$ cat src/common/swc_pkg.sv
// Purpose: shared constants and types for the sleep and wake controller
// Assumes: core clock of 50 MHz
// Notes: times are given in their own unit, settle cycle count derived here, remote wake cycle count in swc_top
package swc_pkg;

  // core clock period in picoseconds
  localparam int CLK_PERIOD_PS = 20000;

  // reset values of the configuration that software may change
  localparam logic WAKE_POL_RST = 1'b0;  // device wake input active low
  localparam logic HOST_POL_RST = 1'b1;  // host wake output active high

  // width of the spi idle timeout and low-power timers
  localparam int IDLE_W = 16;
  localparam int TMR_W = 16;

  // transport selection codes
  typedef enum logic [1:0] {
    SWC_XPORT_UART,
    SWC_XPORT_USB,
    SWC_XPORT_SPI,
    SWC_XPORT_PINS
  } swc_xport_e;

  // power states of the controller
  typedef enum logic [2:0] {
    SWC_ACTIVE,
    SWC_ENTER,
    SWC_SLEEP,
    SWC_EVENT,
    SWC_WAKING
  } swc_state_e;

  // settle time between power-down and clock stop, and wake power-up
  localparam int SETTLE_NS = 100;
  localparam int SETTLE_CYC =
    (SETTLE_NS * 1000 + CLK_PERIOD_PS - 1) / CLK_PERIOD_PS;

  // usb remote wake-up k-state length, least time 1 ms
  localparam int RWAKE_US = 1000;

endpackage : swc_pkg

$ cat src/rtl/swc_sync.sv
// Purpose: two flip-flop level synchroniser, several bits wide
// Assumes: inputs are quasi-static levels from another domain
// Notes: the first stage is read by the second stage only
`timescale 1ns/100ps
module swc_sync #(
  parameter int WIDTH = 1,
  parameter logic [WIDTH-1:0] RST_VAL = '0
) (
  input wire logic core_clk,
  input wire logic rst_n,
  input wire logic [WIDTH-1:0] async_in,
  output logic [WIDTH-1:0] sync_out
);

  // first capture stage
  logic [WIDTH-1:0] meta;

  // two stage register chain
  always_ff @(posedge core_clk or negedge rst_n) begin
    if (!rst_n) begin
      meta <= RST_VAL;
      sync_out <= RST_VAL;
    end else begin
      meta <= async_in;
      sync_out <= meta;
    end
  end

endmodule : swc_sync

$ cat src/rtl/swc_lpo_timer.sv
// Purpose: low-power-oscillator tick timer for periodic scan and sniff
// Assumes: lpo_tick is a one-cycle enable already in the core domain
// Notes: counts ticks and pulses event_due at each period end
`timescale 1ns/100ps
module swc_lpo_timer #(
  parameter int WIDTH = swc_pkg::TMR_W
) (
  input wire logic core_clk,
  input wire logic rst_n,
  input wire logic enable,
  input wire logic lpo_tick,
  input wire logic [WIDTH-1:0] period,
  output logic event_due
);

  import swc_pkg::*;

  // timer state
  typedef struct packed {
    logic [WIDTH-1:0] count;
    logic due;
  } swc_tmr_s;

  swc_tmr_s st;
  swc_tmr_s next_st;

  initial begin
    if (WIDTH < 2) $error("timer width too small");
  end

  // count lpo ticks and fire at the programmed period
  always_comb begin
    next_st = st;
    next_st.due = 1'b0;
    if (!enable) begin
      next_st.count = '0;
    end else if (lpo_tick) begin
      if (st.count + WIDTH'(1) >= period) begin
        next_st.count = '0;
        next_st.due = 1'b1;
      end else begin
        next_st.count = st.count + WIDTH'(1);
      end
    end
  end

  // register the timer state
  always_ff @(posedge core_clk or negedge rst_n) begin
    if (!rst_n) begin
      st <= '0;
    end else begin
      st <= next_st;
    end
  end

  assign event_due = st.due;

endmodule : swc_lpo_timer

$ cat src/rtl/swc_top.sv
// Purpose: sleep and wake controller of the baseband core
// Assumes: lpo edges come as a raw pin, sampled on core_clk
// Notes: core_clk is gated by the power manager outside, not here
//
// Summary of operation
// - sleep powers down nonessential blocks, keeps core
// - sleep timer from lpo wakes on time or host
// - periodic scan or sniff wakes, then sleeps again
// - transports idle in sleep, host wake always accepted
// - host wake during session keeps device awake
// - withdrawn wake request lets device sleep
// - device drives host wake output
// - uart cts and rts carry wake requests
// - usb honours suspend, resume and remote wake
// - spi idle while select deasserted, sleep after timeout
// - asserting spi select wakes the device
// - spi interrupt wakes sleeping host when data pending
// - separate power-downs for tx, rx, pll, pa
// - device wake polarity selectable, default active low
// - host wake polarity selectable
`timescale 1ns/100ps
module swc_top #(
  parameter int IDLE_W = swc_pkg::IDLE_W,
  parameter int TMR_W = swc_pkg::TMR_W,
  parameter int RWAKE_CYC = swc_pkg::RWAKE_US * 50
) (
  input wire logic core_clk,
  input wire logic resetn,
  // configuration from firmware
  input wire logic sleep_enable,
  input wire swc_pkg::swc_xport_e xport_mode,
  input wire logic wake_pol_high,
  input wire logic host_pol_high,
  input wire logic spi_idle_sleep_en,
  input wire logic [IDLE_W-1:0] spi_idle_time,
  input wire logic session_enable,
  input wire logic [TMR_W-1:0] session_period,
  input wire logic event_done,
  input wire logic host_data_pending,
  input wire logic host_asleep,
  input wire logic [1:0] radio_use,
  // pins from the host and oscillator
  input wire logic low_power_osc,
  input wire logic device_wake_in,
  input wire logic uart_cts,
  input wire logic usb_suspend,
  input wire logic usb_resume,
  input wire logic serial_select_n,
  // power and wake outputs
  output logic host_wake_out,
  output logic uart_rts,
  output logic usb_remote_wake,
  output logic serial_int,
  output logic nonessential_pwr_off,
  output logic nonessential_clk_stop,
  output logic transport_idle,
  output logic event_active,
  output logic asleep,
  output logic tx_pd,
  output logic rx_pd,
  output logic pll_pd,
  output logic pa_pd
);

  import swc_pkg::*;

  initial begin
    if (IDLE_W < 2 || TMR_W < 2) $error("timer widths too small");
    if (RWAKE_CYC < 1) $error("remote wake length must be positive");
  end

  // reset release chain
  logic rst_m;
  logic rst_n;
  always_ff @(posedge core_clk or negedge resetn) begin
    if (!resetn) begin
      rst_m <= 1'b0;
      rst_n <= 1'b0;
    end else begin
      rst_m <= 1'b1;
      rst_n <= rst_m;
    end
  end

  // synchronised pin levels: lpo, wake, cts, suspend, resume, select
  logic [5:0] pins_s;
  // reset to idle levels: lpo low, wake pin inactive at default polarity, select deasserted,
  // so no false lpo edge and, outside usb mode, no false wake request follow reset
  swc_sync #(
    .WIDTH(6),
    .RST_VAL({1'b0, ~WAKE_POL_RST, 3'b000, 1'b1})
  ) u_sync (
    .core_clk(core_clk),
    .rst_n(rst_n),
    .async_in({low_power_osc, device_wake_in, uart_cts, usb_suspend,
      usb_resume, serial_select_n}),
    .sync_out(pins_s)
  );

  logic lpo_s;
  logic wake_pin_s;
  logic cts_s;
  logic susp_s;
  logic resume_s;
  logic sel_n_s;
  assign lpo_s = pins_s[5];
  assign wake_pin_s = pins_s[4];
  assign cts_s = pins_s[3];
  assign susp_s = pins_s[2];
  assign resume_s = pins_s[1];
  assign sel_n_s = pins_s[0];

  // all module state except the reset release chain
  typedef struct packed {
    swc_state_e state;
    logic lpo_d;
    logic [IDLE_W-1:0] idle_cnt;
    logic [$clog2(SETTLE_CYC+1)-1:0] settle;
    logic [31:0] rwake_cnt;
    logic host_wake;
    logic serial_int;
    logic [3:0] pd;
  } swc_st_s;

  swc_st_s st;
  swc_st_s next_st;

  // lpo rising edge as a core-clock enable
  logic lpo_tick;
  assign lpo_tick = lpo_s & ~st.lpo_d;

  // periodic scan or sniff timer
  logic event_due;
  swc_lpo_timer #(.WIDTH(TMR_W)) u_tmr (
    .core_clk(core_clk),
    .rst_n(rst_n),
    .enable(session_enable),
    .lpo_tick(lpo_tick),
    .period(session_period),
    .event_due(event_due)
  );

  // host wake request from the selected transport, polarity applied
  logic pin_req;
  logic host_req;
  assign pin_req = wake_pin_s ~^ wake_pol_high;
  always_comb begin
    case (xport_mode)
      SWC_XPORT_UART: host_req = pin_req | cts_s;
      SWC_XPORT_USB: host_req = pin_req | resume_s | ~susp_s;
      SWC_XPORT_SPI: host_req = pin_req | ~sel_n_s;
      default: host_req = pin_req;
    endcase
  end

  // spi idle sleep permission after programmed idle time
  logic spi_idle_ok;
  assign spi_idle_ok = (xport_mode != SWC_XPORT_SPI) ||
    (spi_idle_sleep_en && st.idle_cnt >= spi_idle_time);

  // sleep allowed: enabled, no request, spi idle time passed in spi mode
  logic can_sleep;
  assign can_sleep = sleep_enable && !host_req && spi_idle_ok;

  // next state logic
  always_comb begin
    next_st = st;
    next_st.lpo_d = lpo_s;
    // idle timer restarts while select is asserted
    if (!sel_n_s) begin
      next_st.idle_cnt = '0;
    end else if (st.idle_cnt != {IDLE_W{1'b1}}) begin
      next_st.idle_cnt = st.idle_cnt + IDLE_W'(1);
    end
    // device wants host attention while data is pending
    next_st.host_wake = host_data_pending;
    next_st.serial_int = (xport_mode == SWC_XPORT_SPI) &&
      host_asleep && host_data_pending;
    // usb remote wake pulse while suspended with data
    if (st.rwake_cnt != 32'h0) begin
      next_st.rwake_cnt = st.rwake_cnt - 32'h1;
    end else if (xport_mode == SWC_XPORT_USB && susp_s &&
      host_data_pending && !st.host_wake) begin
      next_st.rwake_cnt = 32'(RWAKE_CYC);
    end
    case (st.state)
      SWC_ACTIVE: begin
        next_st.pd = {2'b00, ~radio_use};
        if (can_sleep && !event_active_w()) begin
          next_st.state = SWC_ENTER;
          next_st.settle = '0;
        end
      end
      SWC_ENTER: begin
        next_st.pd = 4'hF;
        if (host_req) begin
          next_st.state = SWC_ACTIVE;
        end else if (32'(st.settle) + 1 >= SETTLE_CYC) begin
          next_st.state = SWC_SLEEP;
        end else begin
          next_st.settle = st.settle + 1'b1;
        end
      end
      SWC_SLEEP: begin
        next_st.pd = 4'hF;
        if (host_req) begin
          next_st.state = SWC_WAKING;
          next_st.settle = '0;
        end else if (event_due) begin
          next_st.state = SWC_EVENT;
        end
      end
      SWC_EVENT: begin
        next_st.pd = {2'b00, ~radio_use};
        if (event_done) begin
          // stay awake when host requested it meanwhile
          next_st.state = host_req ? SWC_ACTIVE : SWC_ENTER;
          next_st.settle = '0;
        end
      end
      SWC_WAKING: begin
        if (32'(st.settle) + 1 >= SETTLE_CYC) begin
          next_st.state = SWC_ACTIVE;
        end else begin
          next_st.settle = st.settle + 1'b1;
        end
      end
      default: next_st.state = SWC_ACTIVE;
    endcase
  end

  // session timer event_due pulse, checked while awake before sleep entry
  function automatic logic event_active_w();
    return event_due;
  endfunction : event_active_w

  // register all state except the reset release chain
  always_ff @(posedge core_clk or negedge rst_n) begin
    if (!rst_n) begin
      st <= '{state: SWC_ACTIVE, lpo_d: 1'b0, idle_cnt: '0, settle: '0,
        rwake_cnt: 32'h0, host_wake: 1'b0, serial_int: 1'b0,
        pd: 4'h0};
    end else begin
      st <= next_st;
    end
  end

  // outputs
  assign asleep = (st.state == SWC_SLEEP);
  assign nonessential_pwr_off = (st.state == SWC_SLEEP);
  assign nonessential_clk_stop = (st.state == SWC_SLEEP);
  assign transport_idle = (st.state == SWC_SLEEP);
  assign event_active = (st.state == SWC_EVENT);
  assign host_wake_out = st.host_wake ~^ host_pol_high;
  assign uart_rts = (xport_mode == SWC_XPORT_UART) & st.host_wake;
  assign usb_remote_wake = (st.rwake_cnt != 32'h0);
  assign serial_int = st.serial_int;
  assign tx_pd = st.pd[0];
  assign rx_pd = st.pd[1];
  assign pll_pd = st.pd[2];
  assign pa_pd = st.pd[3];

  function automatic logic pd_all();
    return tx_pd & rx_pd & pll_pd & pa_pd;
  endfunction : pd_all
endmodule : swc_top

$ cat config.mk
export PLATFORM = sky130hd
export DESIGN_NAME = swc_top
export DESIGN_NICKNAME = d
export VERILOG_FILES = /design/src/common/swc_pkg.sv /design/src/rtl/swc_sync.sv /design/src/rtl/swc_lpo_timer.sv /design/src/rtl/swc_top.sv
export SDC_FILE = /design/constraint.sdc
export NUM_CORES = 1
export LEC_CHECK = 0
export ABC_AREA = 1
export ABC_CLOCK_PERIOD_IN_PS = 5700
export BUFFER_PORTS_ARGS = -buffer_cell sky130_fd_sc_hd__buf_4
export CAP_MARGIN = 10
export CORE_ASPECT_RATIO = 0.5
export CORE_UTILIZATION = 25
export DETAILED_ROUTE_END_ITERATION = 16
export HOLD_SLACK_MARGIN = 0.05
export MAX_ROUTING_LAYER = met4
export SKIP_LAST_GASP = 1
export SLEW_MARGIN = 20
export SYNTH_ARGS = -nofsm -noshare
export SYNTH_HDL_FRONTEND = slang
export SYNTH_SLANG_ARGS = --single-unit
$ cat constraint.sdc
create_clock -name core_clk -period 5.7 [get_ports core_clk]
set_input_delay 0.855 -clock core_clk [delete_from_list [all_inputs] [get_ports core_clk]]
set_output_delay 0.855 -clock core_clk [all_outputs]
set_load 0.05 [all_outputs]
==> results of run 1 <==
[metrics by stage]
stage | instances | worst slack (ns)
after floorplan | 663 | 2.60
after global placement | 1011 | 2.52
after detailed placement | 1011 | 2.31
after CTS | 1027 | 2.28
after global routing | 1027 | 1.79
final | 1027 | 2.28
[cell families after synthesis]
family,synth area share [%]
fa+ha+maj,8.78
buf+inv,9.33
mux,0.185
xor+xnor,6.31
simple gates,25.0
other cells,0.0692
flops,42.1
compound gates,8.16
[worst max-delay path by stage]
stage                                     to  slack (ns)                    start
floorplan              nonessential_clk_stop        2.60       st[60]$_DFFE_PN0P_
global placement    u_tmr.st[14]$_DFFE_PN0P_        2.52  u_tmr.st[1]$_DFFE_PN0P_
detailed placement   u_tmr.st[9]$_DFFE_PN0P_        2.31  u_tmr.st[1]$_DFFE_PN0P_
CTS                  u_tmr.st[9]$_DFFE_PN0P_        2.28  u_tmr.st[1]$_DFFE_PN0P_
global route         u_tmr.st[7]$_DFFE_PN0P_        1.79  u_tmr.st[1]$_DFFE_PN0P_
finish               u_tmr.st[9]$_DFFE_PN0P_        2.28  u_tmr.st[1]$_DFFE_PN0P_
[critical path: stages, from the launching register on]
cell and delay, ns:
dfrtp_1 0.41, ha_1 0.20, nand3_1 0.11, nor2_1 0.11, nand2_1 0.10, nor3_2 0.24, nand4_1 0.16, nor2_1 0.14
xor2_1 0.19, inv_1 0.07, ha_1 0.27, nand2_1 0.05, inv_1 0.05, nand3_1 0.07, nor3_1 0.24, nand3_1 0.17
nand4_1 0.24, inv_1 0.26, nand2_1 0.12, o21ai_0 0.09
[placed cells by master, fill, tap and decap left out, drive strengths merged, types with 25 or more instances in the layout]
master and count:
nand3 25, a21oi 38, dfrtp 87, inv 120, xor2 28, nand2 120, nor2 80, ha 38
nor3 27, o21ai 28, buf 65
[routing by layer]
layer / GRT usage [%] / vias up / wire, um
li1: - / 2267 / -
met4: 3.08 / 0 / 131
met1: 13.3 / 2020 / 5260
met5: - / - / 0
met2: 17.8 / 38 / 5170
met3: 2.04 / 10 / 250
[sequential cells by signal, indices dropped and copies added (netlist names), 6 cells and up]
| signal | cells |
|---|---|
| u_sync.meta | 6 |
| u_tmr.st | 16 |
| u_sync.sync_out | 6 |
| st | 56 |
[power by group through the flow]
stage / registers [uW] / clock network, uW / logic (uW)
final: 722 / 592 / 380
after global routing: 730 / 636 / 425
after detailed placement: 734 / 0 / 385
after CTS: 723 / 611 / 384
after global placement: 733 / 0 / 381
after floorplan: 759 / 0 / 259
[area by class of cell]
type | count | area [um2]
clock buffers | 11 | 233
clock inverters | 5 | 62.6
fillers | 2193 | 14400
inverters | 119 | 449
multi-input cells | 444 | 2630
flip-flops and latches | 91 | 2290
well taps | 292 | 365
repair buffers | 65 | 488
==> results.cfg, run 1 <==
[cts]
clock_path_buffers = 2
cts_resized = 0
clk_pin_slew_worst_paths_ns = 0.07
clk_latency_ns = 0.34
cts_tree = yes
cts_buffers = 9
htree_levels = 3
post_cts_buffers = 0
cts.sinks = 91
cts_root_buffer = clkbuf_16
hold_buffers = 0

[power]
p_leak_uw = 0.00330
netSwitchingPower_uw = 538
p_int_uw = 1160
vdd_drop_max_v = 0.000166
combPwrFrac_pct = 22.5
power_uw = 1690
pwr-share-clk_pct = 34.9
power_density_nw_per_um2 = 260
sw_frac_of_total_pct = 31.8
p_seq_share_pct = 42.6

[global_route]
grt_pass1_wl_um = 19200
antenna_found_initial = 0
grt_max_degree = 61
grt_pass1_vias = 4282
grt_overflow = 0
grt_util_all_layers_pct = 10.7

[yosys]
synthArstFlopShare_pct = 100
syn_area_um2 = 5420
synth-seq-cells = 91
yosysSeqAreaShare_pct = 42.1
synth_edf_count = 0
synthCells = 663
syn_avg_cell_area_um2 = 8.17
synth-warning-count = 0
yosysTopAreaCell = dfrtp_1
yosysMostFrequentCell = inv_1
ys.flop_type = dfrtp_1
yosysTopAreaCellShare_pct = 40.2
syn_nets = 753
synthTopCellsByArea = dfrtp_1 40%, ha_1 8.8%, inv_1 8.0%
ys_top_cells_by_count = 115 x inv_1, 114 x nand2_1, 87 x dfrtp_1
yosysUniqueCellTypes = 41

[drt]
viasPerCell = 4.22
drc = 0
detail-route-antenna-nets = 0
route.vias.total = 4335
wl_um = 10800
wire_per_inst_um = 10.5
drt-initial-drc-count = 187
drt-pass1-iter-count = 4

[timing]
setup_violations = 0
final.setup.tns_ns = 0
fmax_ghz = 0.292
finalHoldViolations = 0
worst_pin_slew_ns = 0.735
drv_slew = 0
skew_ns = 0.0119
rsz0062_at_grt = no
finalCritPeriodShare_pct = 60.0
hold_ws_ns = 0.256
max_slew_margin_pct = 51.0
period_minus_slack_ns = 3.42

[die]
rows = 37
die_w_um = 210
core_um2 = 20900
ios = 65
start_util_pct = 25.9
dieArea_um2 = 22300
die_h_um = 106

[setup_path]
worstPathRequired_ns = 5.91
worstPathArrival_ns = 3.63
critical_path.max_fanout = 12
crit_path_end_kind = flop
cp-start-kind = flop
r2r_end = u_tmr.st[9]$_DFFE_PN0P_
worstRegToRegCells = 19
crit_type = flop to flop
r2r_slack_ns = 2.28
rr_startpoint = u_tmr.st[1]$_DFFE_PN0P_

[flow_run]
drv_cap = 0

[placed_design]
place.gp.congestion = 0.825
place_area_um2 = 6220
hpwl_um = 8460
numPortBuffers = 64

[layout]
fin_area_um2 = 6510
finish.utilization_pct = 31.2
area_delta_synth_final_pct = 20.2
num-nets-final = 820
antenna_cells = 0
drive_gt1_share_pct = 15.6

[outcome]
status = completed

[worst_hold_path]
min_path_type = flop to async pin
No activity file was read; power rests on OpenSTA's default activity.
==> run 2: changes to the inputs <==
--- a/config.mk
+++ b/config.mk
@@ -6,7 +6,7 @@
 export NUM_CORES = 1
 export LEC_CHECK = 0
 export ABC_AREA = 1
-export ABC_CLOCK_PERIOD_IN_PS = 5700
+export ABC_CLOCK_PERIOD_IN_PS = 3100
 export BUFFER_PORTS_ARGS = -buffer_cell sky130_fd_sc_hd__buf_4
 export CAP_MARGIN = 10
 export CORE_ASPECT_RATIO = 0.5
==> constraint.sdc (replaced) <==
create_clock -name core_clk -period 3.1 [get_ports core_clk]
set_input_delay 0.465 -clock core_clk [delete_from_list [all_inputs] [get_ports core_clk]]
set_output_delay 0.465 -clock core_clk [all_outputs]
set_load 0.05 [all_outputs]
==> run 2 against run 1 <==
The flow now finishes with violations (negative setup slack). Clock-buffer cell count is 2 higher. Clock skew is 0.0021 ns lower. Power is 86% higher. Worst hold slack worse by 0.020 ns. Core utilization is 0.84 points higher. Wire length is 3.7% higher. Highest routed layer unchanged. Critical endpoint unchanged. Sequential share of layout area is 0.92 points lower. Final area is 2.7% higher.
==> results.cfg, run 2 (same netlist as run 1, synthesis figures left out) <==
[cts]
htree_levels = 3
clk_latency_ns = 0.34
cts_buffers = 9
cts.sinks = 91
cts_tree = yes
cts_root_buffer = clkbuf_16
clk_pin_slew_worst_paths_ns = 0.06
clock_path_buffers = 2

[layout]
area_delta_synth_final_pct = 23.5
multi_input_area_um2 = 2680
mostFrequentLayoutCell = inv_1
layout.cells.non_filler = 1040
largestRegisters = st (56), u_tmr.st (16)
num-nets-final = 833
seq_area_um2 = 2290
n_fill_cell = 2160
layout_common_cells = 113 x inv_1, 111 x nand2_1, 86 x dfrtp_1
largest_reg_flops = 56
drive_gt1_share_pct = 18.6
antenna_cells = 0
regMostFlops = st

[timing]
drv_slew = 0
rsz0062_at_grt = yes
setup_violations = 3
post-route-worst-setup-slack_ns = -0.0385
skew_ns = 0.00975
max_slew_margin_pct = 53.6
worst_pin_slew_ns = 0.696
finalHoldViolations = 0
period_minus_slack_ns = 3.14
fmax_ghz = 0.319
finalCritPeriodShare_pct = 101

[placed_design]
place.gp.congestion = 0.816
post-place-ws_ns = 0.0667
numPortBuffers = 64
hpwl_um = 8610
place_inst = 1015

[power]
sw_frac_of_total_pct = 30.9
netSwitchingPower_uw = 974
vdd_drop_max_v = 0.000251
power_density_nw_per_um2 = 471
combPwrFrac_pct = 22.6
pwr-share-clk_pct = 35.1
p_leak_uw = 0.00337
p_seq_share_pct = 42.4
power_uw = 3150
p_int_uw = 2170

[setup_path]
worstPathRequired_ns = 3.30
worstPathArrival_ns = 3.34
critical_path.max_fanout = 6
crit_type = flop to flop
crit_path_end_kind = flop
cp-start-kind = flop

[drt]
detail-route-antenna-nets = 0
drt-initial-drc-count = 203
drt-pass1-iter-count = 5
viasPerCell = 4.21
drc = 0
wire_per_inst_um = 10.8
route.vias.total = 4376
wl_um = 11200

[worst_hold_path]
min_path_type = input pin to flop

[die]
ios = 65
rows = 37
start_util_pct = 25.9
die_w_um = 210
dieArea_um2 = 22300
core_um2 = 20900
die_h_um = 106

[global_route]
grt_util_all_layers_pct = 10.8
antenna_found_initial = 0
grt_overflow = 0
grt_max_degree = 55
grt_pass1_vias = 4300
grt_pass1_wl_um = 19200

[outcome]
violations = negative setup slack
status = complete, but fails checks

[flow_run]
drv_cap = 0
==> run 2: worst paths after layout <==
path	from	end	slack [ns]	cells after the start
max	u_tmr.st[2]$_DFFE_PN0P_	u_tmr.st[9]$_DFFE_PN0P_	-0.04	20
min	low_power_osc	u_sync.meta[5]$_DFF_PN0_	0.24	1
max reg2reg	u_tmr.st[2]$_DFFE_PN0P_	u_tmr.st[9]$_DFFE_PN0P_	-0.04	20
min reg2reg	u_sync.meta[2]$_DFF_PN0_	u_sync.sync_out[2]$_DFF_PN0_	0.35	0
max in group asynchronous	rst_n$_DFF_PN0_	u_sync.sync_out[4]$_DFF_PN1_	1.92	1
min in group asynchronous	rst_n$_DFF_PN0_	u_sync.meta[5]$_DFF_PN0_	0.37	0
==> run 2: through the flow <==
stage | hold slack [ns] | setup TNS [ns] | util [%] | cell area (um2)
6_report | 0.236 | -0.0703 | 32.0 | 6690
5_1_grt | 0.221 | -3.83 | 32.0 | 6690
4_1_cts | 0.224 | 0 | 31.4 | 6560
3_5_place_dp | 0.250 | 0 | 29.9 | 6250
3_3_place_gp | 0.249 | 0 | 29.9 | 6250
2_1_floorplan | 0.169 | 0 | - | 5420
==> run 2: per-layer routing <==
metal | routed length (um) | GRT usage [%]
met1 | 5450 | 13.3
met2 | 5360 | 18.1
met3 | 258 | 1.98
met4 | 142 | 3.18
met5 | 0 | -
==> run 2: what timing repair did <==
item / 4_1_cts / 5_1_grt
endpoints found under the hold margin: 2 / 0
setup endpoints to repair: 0 / 16
setup buffers: 0 / 7
resized for setup: 0 / 21
hold buffers: 1 / 0
==> run 2: layout make-up <==
type,count,share of cell area [%]
Tap cell,292,5.46
Clock inverter,3,0.692
Timing Repair inverter,1,0.112
Sequential cell,91,34.2
Timing Repair Buffer,77,8.74
Inverter,119,6.77
Clock buffer,13,3.89
Multi-Input combinational cell,444,40.1
==> run 2: power groups by stage <==
stage          combinational [uW]  sequential, uW  clock (uW)
4_1_cts                       707            1340        1140
2_1_floorplan                 476            1400           0
3_5_place_dp                  708            1350           0
6_report                      711            1330        1100
3_3_place_gp                  698            1350           0
5_1_grt                       793            1350        1190
==> run 2: critical path, cell delays in order (launching register included) <==
cell	delay [ns]
dfrtp_1	0.37
ha_2	0.21
nand3_2	0.09
nor2_1	0.11
nand2_1	0.08
nor3_2	0.20
nand4_1	0.14
nor2_1	0.15
xor2_1	0.19
inv_1	0.11
ha_4	0.28
nand2_4	0.04
inv_2	0.05
nand3_2	0.07
nor3_2	0.19
nand3_1	0.12
nand4_1	0.10
buf_6	0.13
clkinvlp_4	0.17
nand2_1	0.11
o21ai_0	0.08
==> run 3: changes to the inputs <==
--- a/config.mk
+++ b/config.mk
@@ -9,11 +9,15 @@
 export ABC_CLOCK_PERIOD_IN_PS = 3100
 export BUFFER_PORTS_ARGS = -buffer_cell sky130_fd_sc_hd__buf_4
 export CAP_MARGIN = 10
+export CELL_PAD_IN_SITES_DETAIL_PLACEMENT = 0
+export CELL_PAD_IN_SITES_GLOBAL_PLACEMENT = 2
 export CORE_ASPECT_RATIO = 0.5
 export CORE_UTILIZATION = 25
 export DETAILED_ROUTE_END_ITERATION = 16
 export HOLD_SLACK_MARGIN = 0.05
 export MAX_ROUTING_LAYER = met4
+export PLACE_DENSITY_LB_ADDON = 0.1
+export SETUP_SLACK_MARGIN = 0.2
 export SKIP_LAST_GASP = 1
 export SLEW_MARGIN = 20
 export SYNTH_ARGS = -nofsm -noshare
==> run 3 against run 2 <==
The flow now finishes without violations. First-iteration DRC count down 2.0%. Global-route usage up 2.3 points. Combinational power up 3.1%. Worst hold slack worse by 0.012 ns. Via count down 1.1%. Critical endpoint is now u_tmr.st[5]$_DFFE_PN0P_. Largest power group unchanged.
==> results.cfg, run 3 (same netlist as run 1, synthesis figures left out) <==
[drt]
route.vias.total = 4328
wl_um = 13100
drt-initial-drc-count = 199
viasPerCell = 4.17
detail-route-antenna-nets = 0
drc = 0
wire_per_inst_um = 12.6
drt-pass1-iter-count = 4

[timing]
setup_violations = 0
skew_ns = 0.00542
finalHoldViolations = 0
drv_slew = 0
max_slew_margin_pct = 51.7
fmax_ghz = 0.344
final.setup.tns_ns = 0
post-route-worst-setup-slack_ns = 0.195
worst_pin_slew_ns = 0.719
rsz0062_at_grt = yes
period_minus_slack_ns = 2.90
finalCritPeriodShare_pct = 93.7

[placed_design]
numPortBuffers = 64
place.gp.congestion = 0.758
place_area_um2 = 6260
place_inst = 1014
post-place-ws_ns = 0.0140
hpwl_um = 10100

[setup_path]
worstPathRequired_ns = 3.32
worstPathArrival_ns = 3.12
critical_path.max_fanout = 6
crit_path_end_kind = flop
cp-start-kind = flop
crit_type = flop to flop

[layout]
num-nets-final = 832
layout.cells.non_filler = 1039
mostFrequentLayoutCell = inv_1
finish.utilization_pct = 32.0
antenna_cells = 0
largestRegisters = st (56), u_tmr.st (16)
layout_common_cells = 114 x inv_1, 111 x nand2_1, 86 x dfrtp_1
regMostFlops = st
area_delta_synth_final_pct = 23.3
largest_reg_flops = 56
drive_gt1_share_pct = 18.5
fin_area_um2 = 6680

[die]
die_h_um = 106
die_w_um = 210
ios = 65
start_util_pct = 25.9
dieArea_um2 = 22300
rows = 37
core_um2 = 20900

[cts]
clk_latency_ns = 0.35
cts_root_buffer = clkbuf_16
cts.sinks = 91
clk_pin_slew_worst_paths_ns = 0.07
cts_tree = yes
clock_path_buffers = 2
cts_buffers = 9
htree_levels = 3

[power]
p_leak_uw = 0.00339
vdd_drop_max_v = 0.000213
power_density_nw_per_um2 = 477

[global_route]
grt_max_degree = 55
grt_overflow = 0
grt_util_all_layers_pct = 13.1
antenna_found_initial = 0
grt_pass1_vias = 4426
grt_pass1_wl_um = 22100

[worst_hold_path]
min_path_type = input pin to flop

[outcome]
status = completed

[flow_run]
drv_cap = 0
-- run 3: cell types whose count changed in the layout (fill, tap and decap cells not counted), sizes merged --
cell,previous run,this run
clkbuf,13,10
inv,118,119
clkinv,1,3
clkinvlp,3,2
-- run 3: report_power, final --
group	internal (uW)	switching, uW
Clock	628	496
Sequential	1250	77.1
Combinational	247	485
-- run 3: critical path, stage by stage, from the launching register on --
cell        delay, ns
dfrtp_1          0.35
ha_2             0.20
nand3_2          0.09
nor2_2           0.10
nand2_2          0.08
nor3_4           0.14
nand4_1          0.13
nor2_1           0.14
xor2_1           0.19
inv_1            0.06
ha_1             0.27
nand2_1          0.06
inv_1            0.06
nand3_2          0.08
nor3_2           0.14
nand3_1          0.13
nand4_1          0.18
clkinvlp_4       0.13
buf_6            0.14
nand2_1          0.05
o21ai_0          0.07
-- run 3: metrics by stage --
step / power [uW] / hold WS [ns]
after global routing: 3390 / 0.198
after CTS: 3270 / 0.202
after floorplan: 1870 / 0.169
after global placement: 2100 / 0.247
final: 3190 / 0.223
after detailed placement: 2100 / 0.250
-- run 3: final cells by class --
| cell class | count | area [um2] |
|---|---|---|
| Timing Repair Buffer | 77 | 601 |
| Sequential cell | 91 | 2290 |
| Fill cell | 2209 | 14200 |
| Tap cell | 292 | 365 |
| Multi-Input combinational cell | 444 | 2680 |
| Clock inverter | 6 | 65.1 |
| Clock buffer | 10 | 229 |
| Inverter | 119 | 453 |
-- run 3: timing repair --
action | 4_1_cts | 5_1_grt
setup buffers | 5 | 3
endpoints found under the setup margin | 14 | 16
gates resized for setup | 10 | 7
hold endpoints to repair | 2 | 0
pin swaps | 1 | 5
hold buffers | 1 | 0
-- run 3: metal layers --
layer / vias up / wire [um] / global-route usage (%)
met5: - / 0 / -
met4: 0 / 132 / 3.18
met3: 8 / 363 / 3.01
met2: 54 / 5890 / 20.9
met1: 1978 / 6750 / 16.9
li1: 2288 / - / -
-- run 3: worst paths after layout --
check | startpoint | endpoint | slack (ns) | cells after the start
min reg2reg | rst_n$_DFF_PN0_ | u_sync.meta[2]$_DFF_PN0_ | 0.31 | 0
min in group asynchronous | rst_n$_DFF_PN0_ | u_sync.meta[2]$_DFF_PN0_ | 0.31 | 0
max | u_tmr.st[1]$_DFFE_PN0P_ | u_tmr.st[5]$_DFFE_PN0P_ | 0.20 | 20
min | usb_suspend | u_sync.meta[2]$_DFF_PN0_ | 0.22 | 1
max in group asynchronous | rst_n$_DFF_PN0_ | u_sync.meta[4]$_DFF_PN1_ | 2.06 | 1
max reg2reg | u_tmr.st[1]$_DFFE_PN0P_ | u_tmr.st[5]$_DFFE_PN0P_ | 0.20 | 20
